**config.mk**
```make
export PLATFORM = sky130hd
export DESIGN_NAME = crt_timer
export DESIGN_NICKNAME = d
export VERILOG_FILES = /design/src/core/crt_pkg.sv /design/src/core/crt_pin_sync.sv /design/src/core/crt_timer.sv
export SDC_FILE = /design/constraint.sdc
export NUM_CORES = 1
export LEC_CHECK = 0
export ABC_AREA = 1
export BUFFER_PORTS_ARGS = -buffer_cell sky130_fd_sc_hd__buf_4
export CORE_MARGIN = 5
export CORE_UTILIZATION = 38
export DETAILED_ROUTE_END_ITERATION = 12
export PLACE_DENSITY = 0.59
export REMOVE_ABC_BUFFERS = 1
export SLEW_MARGIN = 30
export SYNTH_ARGS = -nofsm -noshare
export SYNTH_HDL_FRONTEND = slang
export SYNTH_SLANG_ARGS = --single-unit
```
**constraint.sdc**
```tcl
create_clock -name ref_clk -period 7.5 [get_ports ref_clk]
set_input_delay 1.125 -clock ref_clk [delete_from_list [all_inputs] [get_ports ref_clk]]
set_output_delay 1.125 -clock ref_clk [all_outputs]
set_load 0.01 [all_outputs]
```
**src/core/crt_pkg.sv**
```systemverilog
package crt_pkg;
   // apb byte offsets
   localparam logic [7:0] ADDR_CONTROL = 8'h00;
   localparam logic [7:0] ADDR_MODE    = 8'h04;
   localparam logic [7:0] ADDR_COUNT   = 8'h08;
   localparam logic [7:0] ADDR_RELOAD  = 8'h0c;
   // control register bit positions
   localparam int CTL_RELOAD_SEL = 0;
   localparam int CTL_COUNTER    = 1;
   localparam int CTL_RUN        = 2;
   localparam int CTL_EDGE_EN    = 3;
   localparam int CTL_TX_BAUD    = 4;
   localparam int CTL_RX_BAUD    = 5;
   localparam int CTL_EDGE_FLAG  = 6;
   localparam int CTL_OVF_FLAG   = 7;
   // mode register bit positions
   localparam int MOD_DOWN_EN    = 0;
   localparam int MOD_CLKOUT_EN  = 1;
   // reset values
   localparam logic [7:0]  CONTROL_RESET = 8'h00;
   localparam logic [1:0]  MODE_RESET    = 2'h0;
   localparam logic [15:0] COUNT_RESET   = 16'h0000;
   localparam logic [15:0] RELOAD_RESET  = 16'h0000;
   localparam logic [15:0] COUNT_TOP     = 16'hffff;
   // oscillator periods per tick; rollovers per baud bit
   localparam int MACHINE_CYCLE_OSC = 12;
   localparam int STATE_TIME_OSC    = 2;
   localparam int BAUD_DIVIDE       = 16;
   localparam int PRESCALE_W        = 4;
   localparam logic [PRESCALE_W-1:0] MACHINE_LAST =
      PRESCALE_W'(MACHINE_CYCLE_OSC - 1);
   localparam logic [PRESCALE_W-1:0] BAUD_LAST =
      PRESCALE_W'(BAUD_DIVIDE - 1);
   localparam int SYNC_STAGES = 3;
endpackage : crt_pkg

```
**src/core/crt_pin_sync.sv**
```systemverilog
`timescale 1ns/100ps
module crt_pin_sync (
   input  wire logic ref_clk,
   input  wire logic rst,
   input  wire logic clkEn,
   input  wire logic pinIn,
   output logic      pinLevel
);
   logic [crt_pkg::SYNC_STAGES-1:0] stage;

   // stage[0] feeds only stage[1]; level changes once 2nd and 3rd agree
   always_ff @(posedge ref_clk or posedge rst) begin
      if (rst) begin
         stage    <= '0;
         pinLevel <= 1'b0;
      end else if (clkEn) begin
         stage <= {stage[crt_pkg::SYNC_STAGES-2:0], pinIn};
         if (stage[2] == stage[1]) begin
            pinLevel <= stage[2];
         end
      end
   end
endmodule : crt_pin_sync

```
**src/core/crt_timer.sv**
```systemverilog
`timescale 1ns/100ps
// Overview of operation
// - capture mode: 16-bit count, overflow sets flag
// - trigger fall captures count into reload
// - capture edge sets edge flag, may interrupt
// - reset clears down_count_enable, counts upward
// - up auto-reload: overflow sets flag, reloads
// - up mode edge also reloads, sets flag
// - down enabled, trigger high: count up
// - trigger low: down, underflow at reload
// - up/down: edge flag toggles, no interrupt
// - baud selects put timer in baud mode
// - baud mode rollover reloads count
// - serial bit rate is overflow over 16
// - machine cycle tick, state time in baud
// - baud rollover sets no flag, no interrupt
// - baud mode edge sets flag, no reload
// - clock-out: square wave, gated by run
// - clock-out rate osc/(4*(65536-reload))
// - clock-out rollover no interrupt, shares reload
// - mode select: baud, capture, reload, off
// - counter_select counts external input falls
// - interrupt: overflow flag OR edge flag outside up/down, software clears
module crt_timer (
   input  wire logic        ref_clk,
   input  wire logic        rst,
   input  wire logic        clkEn,
   input  wire logic        psel,
   input  wire logic        penable,
   input  wire logic        pwrite,
   input  wire logic [7:0]  paddr,
   input  wire logic [31:0] pwdata,
   output logic      [31:0] prdata,
   output logic             pready,
   output logic             pslverr,
   input  wire logic        triggerPin,
   input  wire logic        countPin,
   output logic             timerIrq,
   output logic             txBitClk,
   output logic             rxBitClk,
   output logic             clockOut,
   output logic             clockOutEn
);
   logic [7:0]  control;
   logic [1:0]  mode;
   logic [15:0] count;
   logic [15:0] reload;
   logic [3:0]  prescale;
   logic [3:0]  baudDiv;
   logic        trigSample;
   logic        countSample;
   logic        trigLevel;
   logic        countLevel;

   crt_pin_sync u_trig_sync (
      .ref_clk  (ref_clk),
      .rst      (rst),
      .clkEn    (clkEn),
      .pinIn    (triggerPin),
      .pinLevel (trigLevel)
   );

   crt_pin_sync u_count_sync (
      .ref_clk  (ref_clk),
      .rst      (rst),
      .clkEn    (clkEn),
      .pinIn    (countPin),
      .pinLevel (countLevel)
   );

   // control fields
   wire reloadSel  = control[crt_pkg::CTL_RELOAD_SEL];
   wire counterSel = control[crt_pkg::CTL_COUNTER];
   wire run        = control[crt_pkg::CTL_RUN];
   wire edgeEn     = control[crt_pkg::CTL_EDGE_EN];
   wire txBaud     = control[crt_pkg::CTL_TX_BAUD];
   wire rxBaud     = control[crt_pkg::CTL_RX_BAUD];
   wire edgeFlag   = control[crt_pkg::CTL_EDGE_FLAG];
   wire ovfFlag    = control[crt_pkg::CTL_OVF_FLAG];
   wire downEn     = mode[crt_pkg::MOD_DOWN_EN];
   wire clkOutEn   = mode[crt_pkg::MOD_CLKOUT_EN];

   // mode decode
   wire baudMode    = txBaud | rxBaud;
   wire captureMode = !baudMode && reloadSel;
   wire reloadMode  = !baudMode && !reloadSel;
   wire upDownMode  = reloadMode && downEn;
   // clock-out needs the fast tick, same as baud
   wire clkOutMode  = clkOutEn && !counterSel;
   wire fastTick    = baudMode || clkOutMode;

   // one ref_clk cycle stands for one oscillator period
   wire machineTick = clkEn && (prescale == crt_pkg::MACHINE_LAST);
   wire stateTick   = clkEn && prescale[0];

   // edges only seen at machine-cycle samples
   wire trigFall  = machineTick && trigSample && !trigLevel;
   wire countFall = machineTick && countSample && !countLevel;

   // count enable: timer ticks or external falls
   wire timerTick = fastTick ? stateTick : machineTick;
   wire countStep = run && (counterSel ? countFall : timerTick);

   wire countUp   = !upDownMode || trigLevel;
   wire atTop     = count == crt_pkg::COUNT_TOP;
   wire overflow  = countStep && countUp && atTop;
   wire underflow = countStep && !countUp && (count == reload);
   wire roll      = overflow || underflow;

   // edge reload only in plain up auto-reload
   wire edgeHit    = run && edgeEn && trigFall;
   wire edgeReload = edgeHit && reloadMode && !downEn;
   wire edgeCap    = edgeHit && captureMode;

   // flags: hardware set beats same-cycle software clear
   wire ovfSet   = roll && !baudMode && !clkOutMode;
   wire edgeSet  = edgeHit && !upDownMode;
   wire edgeTog  = roll && upDownMode;

   // apb decode: zero-wait, answer in access phase
   wire apbAccess = psel && penable;
   wire apbWrite  = apbAccess && pwrite && clkEn;
   wire wrControl = apbWrite && (paddr == crt_pkg::ADDR_CONTROL);
   wire wrMode    = apbWrite && (paddr == crt_pkg::ADDR_MODE);
   wire wrCount   = apbWrite && (paddr == crt_pkg::ADDR_COUNT);
   wire wrReload  = apbWrite && (paddr == crt_pkg::ADDR_RELOAD);
   wire mapped    = paddr == crt_pkg::ADDR_CONTROL ||
                    paddr == crt_pkg::ADDR_MODE    ||
                    paddr == crt_pkg::ADDR_COUNT   ||
                    paddr == crt_pkg::ADDR_RELOAD;

   logic [31:0] readMux;
   always_comb begin
      case (paddr)
         crt_pkg::ADDR_CONTROL: readMux = {24'h000000, control};
         crt_pkg::ADDR_MODE:    readMux = {30'h00000000, mode};
         crt_pkg::ADDR_COUNT:   readMux = {16'h0000, count};
         crt_pkg::ADDR_RELOAD:  readMux = {16'h0000, reload};
         default:               readMux = 32'h00000000;
      endcase
   end

   // control register with hardware flag updates
   logic [7:0] next_control;
   always_comb begin
      next_control = wrControl ? pwdata[7:0] : control;
      if (ovfSet) begin
         next_control[crt_pkg::CTL_OVF_FLAG] = 1'b1;
      end
      if (edgeSet) begin
         next_control[crt_pkg::CTL_EDGE_FLAG] = 1'b1;
      end
      if (edgeTog) begin
         next_control[crt_pkg::CTL_EDGE_FLAG] = !edgeFlag;
      end
   end

   // count: overflow reloads except in capture, underflow loads top; a count step beats a software write
   logic [15:0] next_count;
   always_comb begin
      next_count = count;
      if (wrCount) begin
         next_count = pwdata[15:0];
      end
      if (countStep) begin
         next_count = countUp ? 16'(count + 16'h0001)
                              : 16'(count - 16'h0001);
      end
      if (overflow && !captureMode) begin
         next_count = reload;
      end
      if (underflow) begin
         next_count = crt_pkg::COUNT_TOP;
      end
      if (edgeReload) begin
         next_count = reload;
      end
   end

   // capture has priority over a software reload write
   logic [15:0] next_reload;
   assign next_reload = edgeCap ? count
                      : (wrReload ? pwdata[15:0] : reload);

   // interrupt: up/down toggles of edge flag do not request
   wire next_irq = next_control[crt_pkg::CTL_OVF_FLAG] ||
                   (next_control[crt_pkg::CTL_EDGE_FLAG] &&
                    !upDownMode);

   // baud: roll rate over 16, each serial direction if selected
   wire baudRoll = roll && baudMode;
   wire baudEdge = baudRoll && (baudDiv == crt_pkg::BAUD_LAST);

   // clock-out: toggle per roll gives osc/(4*(65536-reload))
   wire clkToggle = roll && clkOutMode;

   // apb answer registered off the setup cycle: no wait states,
   // and the access phase always sees a settled answer
   wire        setupPhase   = psel && !penable;
   wire        next_pslverr = setupPhase && !mapped;
   wire [31:0] next_prdata  = (setupPhase && !pwrite) ? readMux
                                                      : 32'h00000000;

   // one short register process per state element
   always_ff @(posedge ref_clk or posedge rst) begin
      if (rst) begin
         control <= crt_pkg::CONTROL_RESET;
      end else if (clkEn) begin
         control <= next_control;
      end
   end

   always_ff @(posedge ref_clk or posedge rst) begin
      if (rst) begin
         mode <= crt_pkg::MODE_RESET;
      end else if (clkEn) begin
         if (wrMode) begin
            mode <= pwdata[1:0];
         end
      end
   end

   always_ff @(posedge ref_clk or posedge rst) begin
      if (rst) begin
         count <= crt_pkg::COUNT_RESET;
      end else if (clkEn) begin
         count <= next_count;
      end
   end

   always_ff @(posedge ref_clk or posedge rst) begin
      if (rst) begin
         reload <= crt_pkg::RELOAD_RESET;
      end else if (clkEn) begin
         reload <= next_reload;
      end
   end

   // prescaler wraps every machine cycle
   always_ff @(posedge ref_clk or posedge rst) begin
      if (rst) begin
         prescale <= '0;
      end else if (clkEn) begin
         prescale <= machineTick ? '0 : 4'(prescale + 4'h1);
      end
   end

   // sampled pin levels; edge needs high then low sample
   always_ff @(posedge ref_clk or posedge rst) begin
      if (rst) begin
         trigSample <= 1'b0;
      end else if (clkEn) begin
         if (machineTick) begin
            trigSample <= trigLevel;
         end
      end
   end

   always_ff @(posedge ref_clk or posedge rst) begin
      if (rst) begin
         countSample <= 1'b0;
      end else if (clkEn) begin
         if (machineTick) begin
            countSample <= countLevel;
         end
      end
   end

   // divider runs only while baud rollovers come
   always_ff @(posedge ref_clk or posedge rst) begin
      if (rst) begin
         baudDiv <= '0;
      end else if (clkEn) begin
         if (baudRoll) begin
            baudDiv <= 4'(baudDiv + 4'h1);
         end
      end
   end

   always_ff @(posedge ref_clk or posedge rst) begin
      if (rst) begin
         txBitClk <= 1'b0;
      end else if (clkEn) begin
         txBitClk <= baudEdge && txBaud;
      end
   end

   always_ff @(posedge ref_clk or posedge rst) begin
      if (rst) begin
         rxBitClk <= 1'b0;
      end else if (clkEn) begin
         rxBitClk <= baudEdge && rxBaud;
      end
   end

   always_ff @(posedge ref_clk or posedge rst) begin
      if (rst) begin
         clockOut <= 1'b0;
      end else if (clkEn) begin
         if (clkToggle) begin
            clockOut <= !clockOut;
         end
      end
   end

   always_ff @(posedge ref_clk or posedge rst) begin
      if (rst) begin
         clockOutEn <= 1'b0;
      end else if (clkEn) begin
         clockOutEn <= clkOutMode;
      end
   end

   always_ff @(posedge ref_clk or posedge rst) begin
      if (rst) begin
         timerIrq <= 1'b0;
      end else if (clkEn) begin
         timerIrq <= next_irq;
      end
   end

   always_ff @(posedge ref_clk or posedge rst) begin
      if (rst) begin
         pready <= 1'b0;
      end else if (clkEn) begin
         pready <= setupPhase;
      end
   end

   always_ff @(posedge ref_clk or posedge rst) begin
      if (rst) begin
         pslverr <= 1'b0;
      end else if (clkEn) begin
         pslverr <= next_pslverr;
      end
   end

   // read data only in the answer cycle, zero otherwise
   always_ff @(posedge ref_clk or posedge rst) begin
      if (rst) begin
         prdata <= 32'h00000000;
      end else if (clkEn) begin
         prdata <= next_prdata;
      end
   end
endmodule : crt_timer

```
* Word level (Yosys, flattened, before mapping)
Index checks and enable logic that the tools add are counted.
** Word-level totals
- Bits in registers :: 99
- Input port bits :: 48
- Output and inout port bits :: 39
- Word-level logic and storage cells :: 127
** Operators by class
- Add/subtract/negate cells :: 4
- Equal/unequal tests :: 9
- Multiplexer cells :: 17
- Bitwise gates (word level) :: 1
- Reduce and logical (&&, ||, !) cells :: 75
** Operators by type and width (number)
- 16-bit 2-to-1 mux :: 8
- 16-bit case mux with 4 select lines :: 1
- 1-bit logical AND :: 41
- 32-bit 2-to-1 mux :: 1
- 2-bit AND reduction :: 9
- 16-bit by 1-bit adder with 16-bit output (second input constant) :: 1
- 16-bit equality test :: 1
- 16-bit equality test (second input constant) :: 1
- 8-bit by 4-bit equality test with 1-bit output (second input constant) :: 2
- 16-bit by 1-bit subtractor with 16-bit output (second input constant) :: 1
- 1-bit logical NOT :: 15
- 4-bit by 1-bit adder with 4-bit output (second input constant) :: 2
- 4-bit equality test (second input constant) :: 2
- 8-bit by 3-bit equality test with 1-bit output (second input constant) :: 1
- 8-bit logical NOT :: 1
- 8-bit 2-to-1 mux :: 1
- 1-bit logical OR :: 7
- 1-bit 2-to-1 mux :: 5
- 5-bit nonzero test :: 1
- 4-bit 2-to-1 mux :: 1
- 1-bit equality test :: 2
- 2-bit nonzero test :: 1
- 1-bit bitwise OR :: 1

* Depth between registers and ports, before layout
Gate-level depths: netlist (run 1).
- Depth in word-level cells :: 14
- Depth in mapped cells :: 19
- Depth with buffers taken out :: 18

* Cells and area by module
Synthesis (run 1) repeated with hierarchy kept, for this count alone.
** Unflattened totals
- Cells, all modules :: 828
- Area, all modules :: 5660.4 µm²
** Modules (own cells, without submodules)
- crt_timer :: instances 1, cells each 786, area an instance 5325.1 µm², seq. area each 1876.8 µm²
- crt_pin_sync :: instances 2, cells each 21, area an instance 167.7 µm², seq. area each 100.1 µm²

* Worst setup path before layout (run 1)
OpenSTA, ideal clock, no wires.
- Kind :: input port to flip-flop
- Start point :: input port paddr[1]
- End point :: register timerIrq
- Setup time :: 0.125 ns
- Arrival :: 2.433 ns
- Required time :: 7.375 ns
- Setup slack :: 4.942 ns
- Cell stages on the path :: 7
- Buffers on the path :: 0
- Cell sequence :: or2_1 nor4_4 nand2_2 a221oi_1 nand2_1 nand4_1 nand3_1
** Between the ends
- Longest elaborated chain between the ends :: 7
- Elaborated cells on any way between the ends :: 8
- Classes of those cells :: mux: 4; reduce/logical: 4
** RTL lines
- from (decl) :: line crt_timer.sv:31 : input wire logic [7:0] paddr,
- 8-bit logical NOT * :: line crt_timer.sv:123 : wire wrControl = apbWrite && (paddr == crt_pkg::ADDR_CONTROL);
- 1-bit logical AND * :: line crt_timer.sv:123
- 8-bit 2-to-1 mux * :: line crt_timer.sv:146 : next_control = wrControl ? pwdata[7:0] : control;
- 1-bit 2-to-1 mux :: line crt_timer.sv:150 : if (edgeSet) begin
- 1-bit 2-to-1 mux :: line crt_timer.sv:153 : if (edgeTog) begin
- 1-bit logical AND :: line crt_timer.sv:187 : (next_control[crt_pkg::CTL_EDGE_FLAG] &&
- 1-bit logical OR * :: line crt_timer.sv:186 : wire next_irq = next_control[crt_pkg::CTL_OVF_FLAG] ||
- to (signal assigned) :: line crt_timer.sv:318 : timerIrq <= next_irq;
- to (decl) :: line crt_timer.sv:38 : output logic timerIrq,
Every way passes the cells marked *; elsewhere a longest branch is shown, timed or not.
A chain may end at the register's enable or synchronous reset.

* Final worst setup path (run 1)
- Start point :: input port paddr[1]
- End point :: register prdata[3]
** Between the ends
- Longest elaborated chain between the ends :: 3
- Elaborated cells on any way between the ends :: 6
- Classes of those cells :: eq/ne: 3; mux: 2; reduce/logical: 1
** RTL lines
- 8-bit by 4-bit equality test with 1-bit output, or another cell as far along :: line crt_timer.sv:134 : case (paddr)
- 16-bit case mux with 4 select lines * :: line crt_timer.sv:134
- 32-bit 2-to-1 mux * :: line crt_timer.sv:201 : wire [31:0] next_prdata = (setupPhase && !pwrite) ? readMux
- to (signal assigned) :: line crt_timer.sv:343 : prdata <= next_prdata;
- to (decl) :: line crt_timer.sv:33 : output logic [31:0] prdata,
Marks and branches as above.

==> flow_summary.ini, run 1 <==
[placed_design]
dp_slack_ns = 3.93
gp_congestion = 0.876
io_buffers = 54
dpl.hpwl_um = 12200

[floorplan]
chipHeight_um = 133
start_util_pct = 39.0
die_area_mm2 = 0.0176
core.rowCount = 44
die_w_um = 133
pin_count = 87
coreArea_mm2 = 0.0146

[drt]
first_iter_violations = 475
routedWlPerCell_um = 16.2
routed_wl_um = 17000
drc = 0
vias = 5440
ant_nets = 0
firstDrtPassIters = 5
viasPerCell = 5.19

[global_routing]
grt_pass1_wl_um = 27500
grt_remaining_overflow = 0
grt_max_degree = 67
grt_pass1_vias = 5126
track_usage_pct = 19.4
grt_antenna_before_repair = 0

[timing]
setup_viol = 0
max-slew-margin-rel_pct = 38.6
post-route-period-util_pct = 42.5
tightest_slew_ns = 0.916
fin_tns_setup_ns = 0
drv_slew = 0
finalWorstSetupSlack_ns = 4.31
fin_crit_ns = 3.19
skew_ns = 0.00945
finalHoldViolCount = 0
rsz0062_at_grt = no
fmax_mhz = 313

[logic_synthesis]
yosysWarnings = 0
yosys.cell_types.count = 45
synth_enable_flop_cells = 0
synth_top_area_share_pct = 36.3
synth_most_common_cell = nand2_1
ys_seq_area_share_pct = 36.3
ys_ff_latch = 83
async_flop_share_pct = 100
syn_inst = 817
synth_top_cells_by_count = nand2_1, inv_1, dfrtp_1
synth.largest_area_cell = dfrtp_1
synth_flop_cell = dfrtp_1
yosys-top-cells-area = dfrtp_1, nand2_1, inv_1
syn_area_mm2 = 0.00571
syn_area_per_cell_um2 = 6.99

[status]
outcome = finished clean

[critical_path]
end_kind = flop
worstPathMaxFanout = 18
cp.required_ns = 7.74
arrival_ns = 3.43
crit_type = primary input to flop
crit_path_start_kind = primary input

[clock_tree]
cts_buffers = 9
hold_buffers = 0
insertion_delay_ns = 0.35
clock_sinks = 83
clock_path_buffers = 2
path_clk_slew_ns = 0.06
postCtsSetupBuffers = 0
h-tree-depth = 3
cts_tree = done
root_buffer = clkbuf_16
post_cts_resized = 0

[cells_and_area]
diodes = 0
syn_to_final_growth_pct = 13.4
final_layout_size_suffix_gt1_share_pct = 14.4
layout.nets = 910

[flow_run]
cap_violations = 0

[pwr]
leakagePower_nw = 3.29
p_per_area_mw_per_mm2 = 164
irDropWorstVdd_mv = 0.106

[hold_path]
hp-class = flop to flop
[report_power, final]
group          internal, mW  switching, mW  leakage (nW)
Sequential            0.471         0.0240          1.10
Combinational        0.0435         0.0682          2.05
Clock                 0.260          0.198         0.136
Total                 0.775          0.290          3.29
[layout by cell type, fill, tap and decap left out, drive strengths merged]
cell type / instances
conb: 16
o31ai: 4
nand3: 49
a22oi: 3
nand3b: 7
o21ai: 71
nor2: 59
xnor2: 8
buf: 59
a221oi: 4
mux2: 1
nand2: 255
ha: 3
o21bai: 3
a21oi: 43
dfrtp: 83
bufinv: 1
clkbuf: 11
nor4: 4
xor2: 12
nand4: 14
or2: 1
o21a: 1
o22ai: 16
clkinvlp: 2
a21boi: 1
clkinv: 4
nor3: 7
a41oi: 12
inv: 108
o211ai: 2
[layer usage]
layer	wire length, µm	track usage, %	share of wire, %	up-vias
li1	-	-	-	2711
met1	7990	27.1	47	2553
met4	189	4.91	1.1	0
met2	7870	31.2	46	162
met3	905	3.42	5.3	14
met5	0	0	0	-
[critical path, stage by stage]
cell and delay [ns]:
buf_4 0.10, or2_1 0.27, inv_1 0.10, nand4_2 0.49, nand3_1 0.36, nand3b_1 0.56, o21ai_0 0.39
[through the flow]
step | hold WS, ns | instance area, µm² | total power, mW | utilization (%) | std cells
4_1_cts | 0.475 | 6480 | 1.08 | 44.2 | 1048
6_report | 0.469 | 6480 | 1.07 | 44.2 | 1048
5_1_grt | 0.490 | 6480 | 1.11 | 44.2 | 1048
3_5_place_dp | 0.467 | 6180 | 0.616 | 42.2 | 1032
2_1_floorplan | 0.442 | 5510 | 0.573 | - | 789
3_3_place_gp | 0.462 | 6180 | 0.613 | 42.2 | 1032
[path summary, 6_finish.rpt]
path                                                to  slack (ns)                    from  depth (start not counted)
min in group asynchronous       prdata[13]$_DFFE_PP0P_        0.73                     rst                          2
worst min register to register  baudDiv[3]$_DFFE_PP0P_        0.47  baudDiv[3]$_DFFE_PP0P_                          1
worst max register to register    count[5]$_DFFE_PP0P_        4.80  control[5]$_DFFE_PP0P_                         14
max in group asynchronous        reload[3]$_DFFE_PP0P_        5.61                     rst                          3
worst max-delay path             prdata[3]$_DFFE_PP0P_        4.31                paddr[1]                          7
worst min-delay path            baudDiv[3]$_DFFE_PP0P_        0.47  baudDiv[3]$_DFFE_PP0P_                          1
[kinds of logic (layout without fill, tap and decap cells)]
| logic type | after synthesis | after routing | share of synthesized area [%] |
|---|---|---|---|
| AND/OR/NAND/NOR | 396 | 396 | 31.6 |
| adder cells (fa/ha/maj) | 3 | 3 | 0.657 |
| AO/OA/AOI/OAI | 160 | 160 | 16.2 |
| flip-flops | 83 | 83 | 36.3 |
| multiplexers | 1 | 1 | 0.263 |
| XOR/XNOR | 20 | 20 | 3.07 |
| buffers and inverters | 153 | 185 | 11.8 |
| other | 1 | 16 | 0.0656 |
[area by class of cell]
cell class,count,area [µm²]
clock inverter,5,62.6
multi-input combinational,596,3020
tap,184,230
clock buffer,11,233
timing repair buffer,59,443
sequential,83,2080
inverter,110,417
fill,1542,8160
[state kept, by name, indices dropped and copies added, names as in the netlist]
register               count
count                     16
prdata                    16
reload                    16
control                    8
baudDiv                    4
prescale                   4
u_count_sync.stage         3
u_trig_sync.stage          3
mode                       2
clockOut                   1
clockOutEn                 1
countSample                1
pready                     1
pslverr                    1
rxBitClk                   1
timerIrq                   1
trigSample                 1
txBitClk                   1
u_count_sync.pinLevel      1
u_trig_sync.pinLevel       1
Note: power is estimated with default switching activity, not from simulation.
==> run 2: changes to the inputs <==
Settings changed: PLACE_DENSITY 0.59 to 0.61.
Clock period 7.5 ns to 2.7 ns, I/O delays scaled along.
==> flow_summary.ini, run 2 (same netlist as run 1, synthesis figures left out) <==
[critical_path]
worstPathMaxFanout = 13
crit_type = flop to flop
crit_family = simple AND/OR/NAND/NOR gates
crit_chain = ha_1, nand2_2, nor2_4, nand2_4, nand2_1, nand3b_1, nand2_1, nand2_4, inv_4, nand2_1, nand2_1, a21oi_1, nand3_1, nand2_1, o21ai_2
cp.required_ns = 2.93
critPathBufInv = 1
crit_path_start_kind = flop
cp_slowest_cell = dfrtp_1
end_kind = flop
cpPeakStageDelay_ns = 0.39
arrival_ns = 2.60
crit_top_cell = nand2_1

[clock_tree]
root_buffer = clkbuf_16
postCtsSetupBuffers = 0
post_cts_resized = 0
h-tree-depth = 3
cts_tree = done
hold_buffers = 0
path_clk_slew_ns = 0.06
clock_sinks = 83
insertion_delay_ns = 0.35
clock_path_buffers = 2
cts_buffers = 9

[status]
outcome = finished clean

[timing]
finalWorstSetupSlack_ns = 0.334
whs_ns = 0.0847
tightest_slew_ns = 0.544
fin_crit_ns = 2.37
setup_viol = 0
finalHoldViolCount = 0
fmax_mhz = 423
max-slew-margin-rel_pct = 63.7
skew_ns = 0.00786
post-route-period-util_pct = 87.6
fin_tns_setup_ns = 0
drv_slew = 0
rsz0062_at_grt = no

[floorplan]
die_area_mm2 = 0.0176
start_util_pct = 39.0
pin_count = 87
chipHeight_um = 133
core.rowCount = 44
die_w_um = 133
coreArea_mm2 = 0.0146

[drt]
routed_wl_um = 16600
routedWlPerCell_um = 15.7
first_iter_violations = 424
vias = 5475
drc = 0
viasPerCell = 5.17
ant_nets = 0
firstDrtPassIters = 4

[global_routing]
grt_max_degree = 55
track_usage_pct = 19.2
grt_pass1_vias = 5289
grt_pass1_wl_um = 27500
grt_remaining_overflow = 0
grt_antenna_before_repair = 0

[pwr]
p_per_area_mw_per_mm2 = 451
p_sw_share_pct = 26.5
pwr-share-seq_pct = 46.4
power.share.clock_pct = 43.1
leakagePower_nw = 3.35
p_int_mw = 2.18
power.switching_mw = 0.785
irDropWorstVdd_mv = 0.335
pwr-share-comb_pct = 10.6

[placed_design]
io_buffers = 54
dpl.hpwl_um = 12200
dp_slack_ns = 0.318
gp_congestion = 0.909

[hold_path]
hp-class = primary input to asynchronous set/reset pin

[cells_and_area]
final_layout_size_suffix_gt1_share_pct = 15.6
fill_cells = 1548
layout.nets = 920
reg_top3 = count x16, prdata x16, reload x16
diodes = 0
syn_to_final_growth_pct = 15.1
layout_commonest_cell = nand2_1
final_cell_mix = nand2_1, inv_1, dfrtp_1

[flow_run]
cap_violations = 0
==> run 2: changes by cell type in the layout (fill, tap and decap cells not counted), sizes merged <==
| cell | previous run | this run |
|---|---|---|
| buf | 59 | 69 |
==> run 2: layer usage <==
layer	vias to the layer above	track usage (%)	wire length, µm
li1	2732	-	-
met1	2547	26.3	7750
met2	173	31.0	7690
met3	23	4.14	970
met4	0	4.85	223
met5	-	0	0
==> run 2: power groups by stage <==
| stage | combinational, mW | clock, mW | sequential, mW |
|---|---|---|---|
| after floorplan | 0.211 | 0 | 1.38 |
| after detailed placement | 0.316 | 0 | 1.40 |
| final | 0.313 | 1.28 | 1.37 |
| after global placement | 0.311 | 0 | 1.40 |
| after CTS | 0.317 | 1.30 | 1.37 |
| after global routing | 0.361 | 1.37 | 1.38 |
==> run 2: final timing paths <==
check                                        start                                 to  slack, ns  depth (start not counted)
max                        prescale[0]$_DFFE_PP0P_               count[7]$_DFFE_PP0P_       0.33                         15
min in group ref_clk                      countPin  u_count_sync.stage[0]$_DFFE_PP0P_       0.27                          3
max reg2reg                prescale[0]$_DFFE_PP0P_               count[7]$_DFFE_PP0P_       0.33                         15
min                                            rst  u_count_sync.stage[0]$_DFFE_PP0P_       0.08                          2
min reg2reg                 baudDiv[3]$_DFFE_PP0P_             baudDiv[3]$_DFFE_PP0P_       0.48                          1
max in group asynchronous                      rst              reload[9]$_DFFE_PP0P_       1.95                          3
==> run 2: area by class of cell <==
class	count	area, µm²	share of cell area [%]
well taps	184	230	3.50
inverters	110	417	6.33
clock buffers	11	243	3.69
flip-flops and latches	83	2080	31.6
clock inverters	5	62.6	0.951
multi-input cells	596	3020	45.9
repair buffers	69	531	8.07
==> run 2: metrics by stage <==
stage	area [µm²]	power, mW	utilization, %	std cells
6_report	6580	2.97	44.9	1058
5_1_grt	6580	3.11	44.9	1058
4_1_cts	6580	2.99	44.9	1058
3_5_place_dp	6270	1.71	42.8	1042
3_3_place_gp	6270	1.71	42.8	1042
2_1_floorplan	5510	1.59	-	789
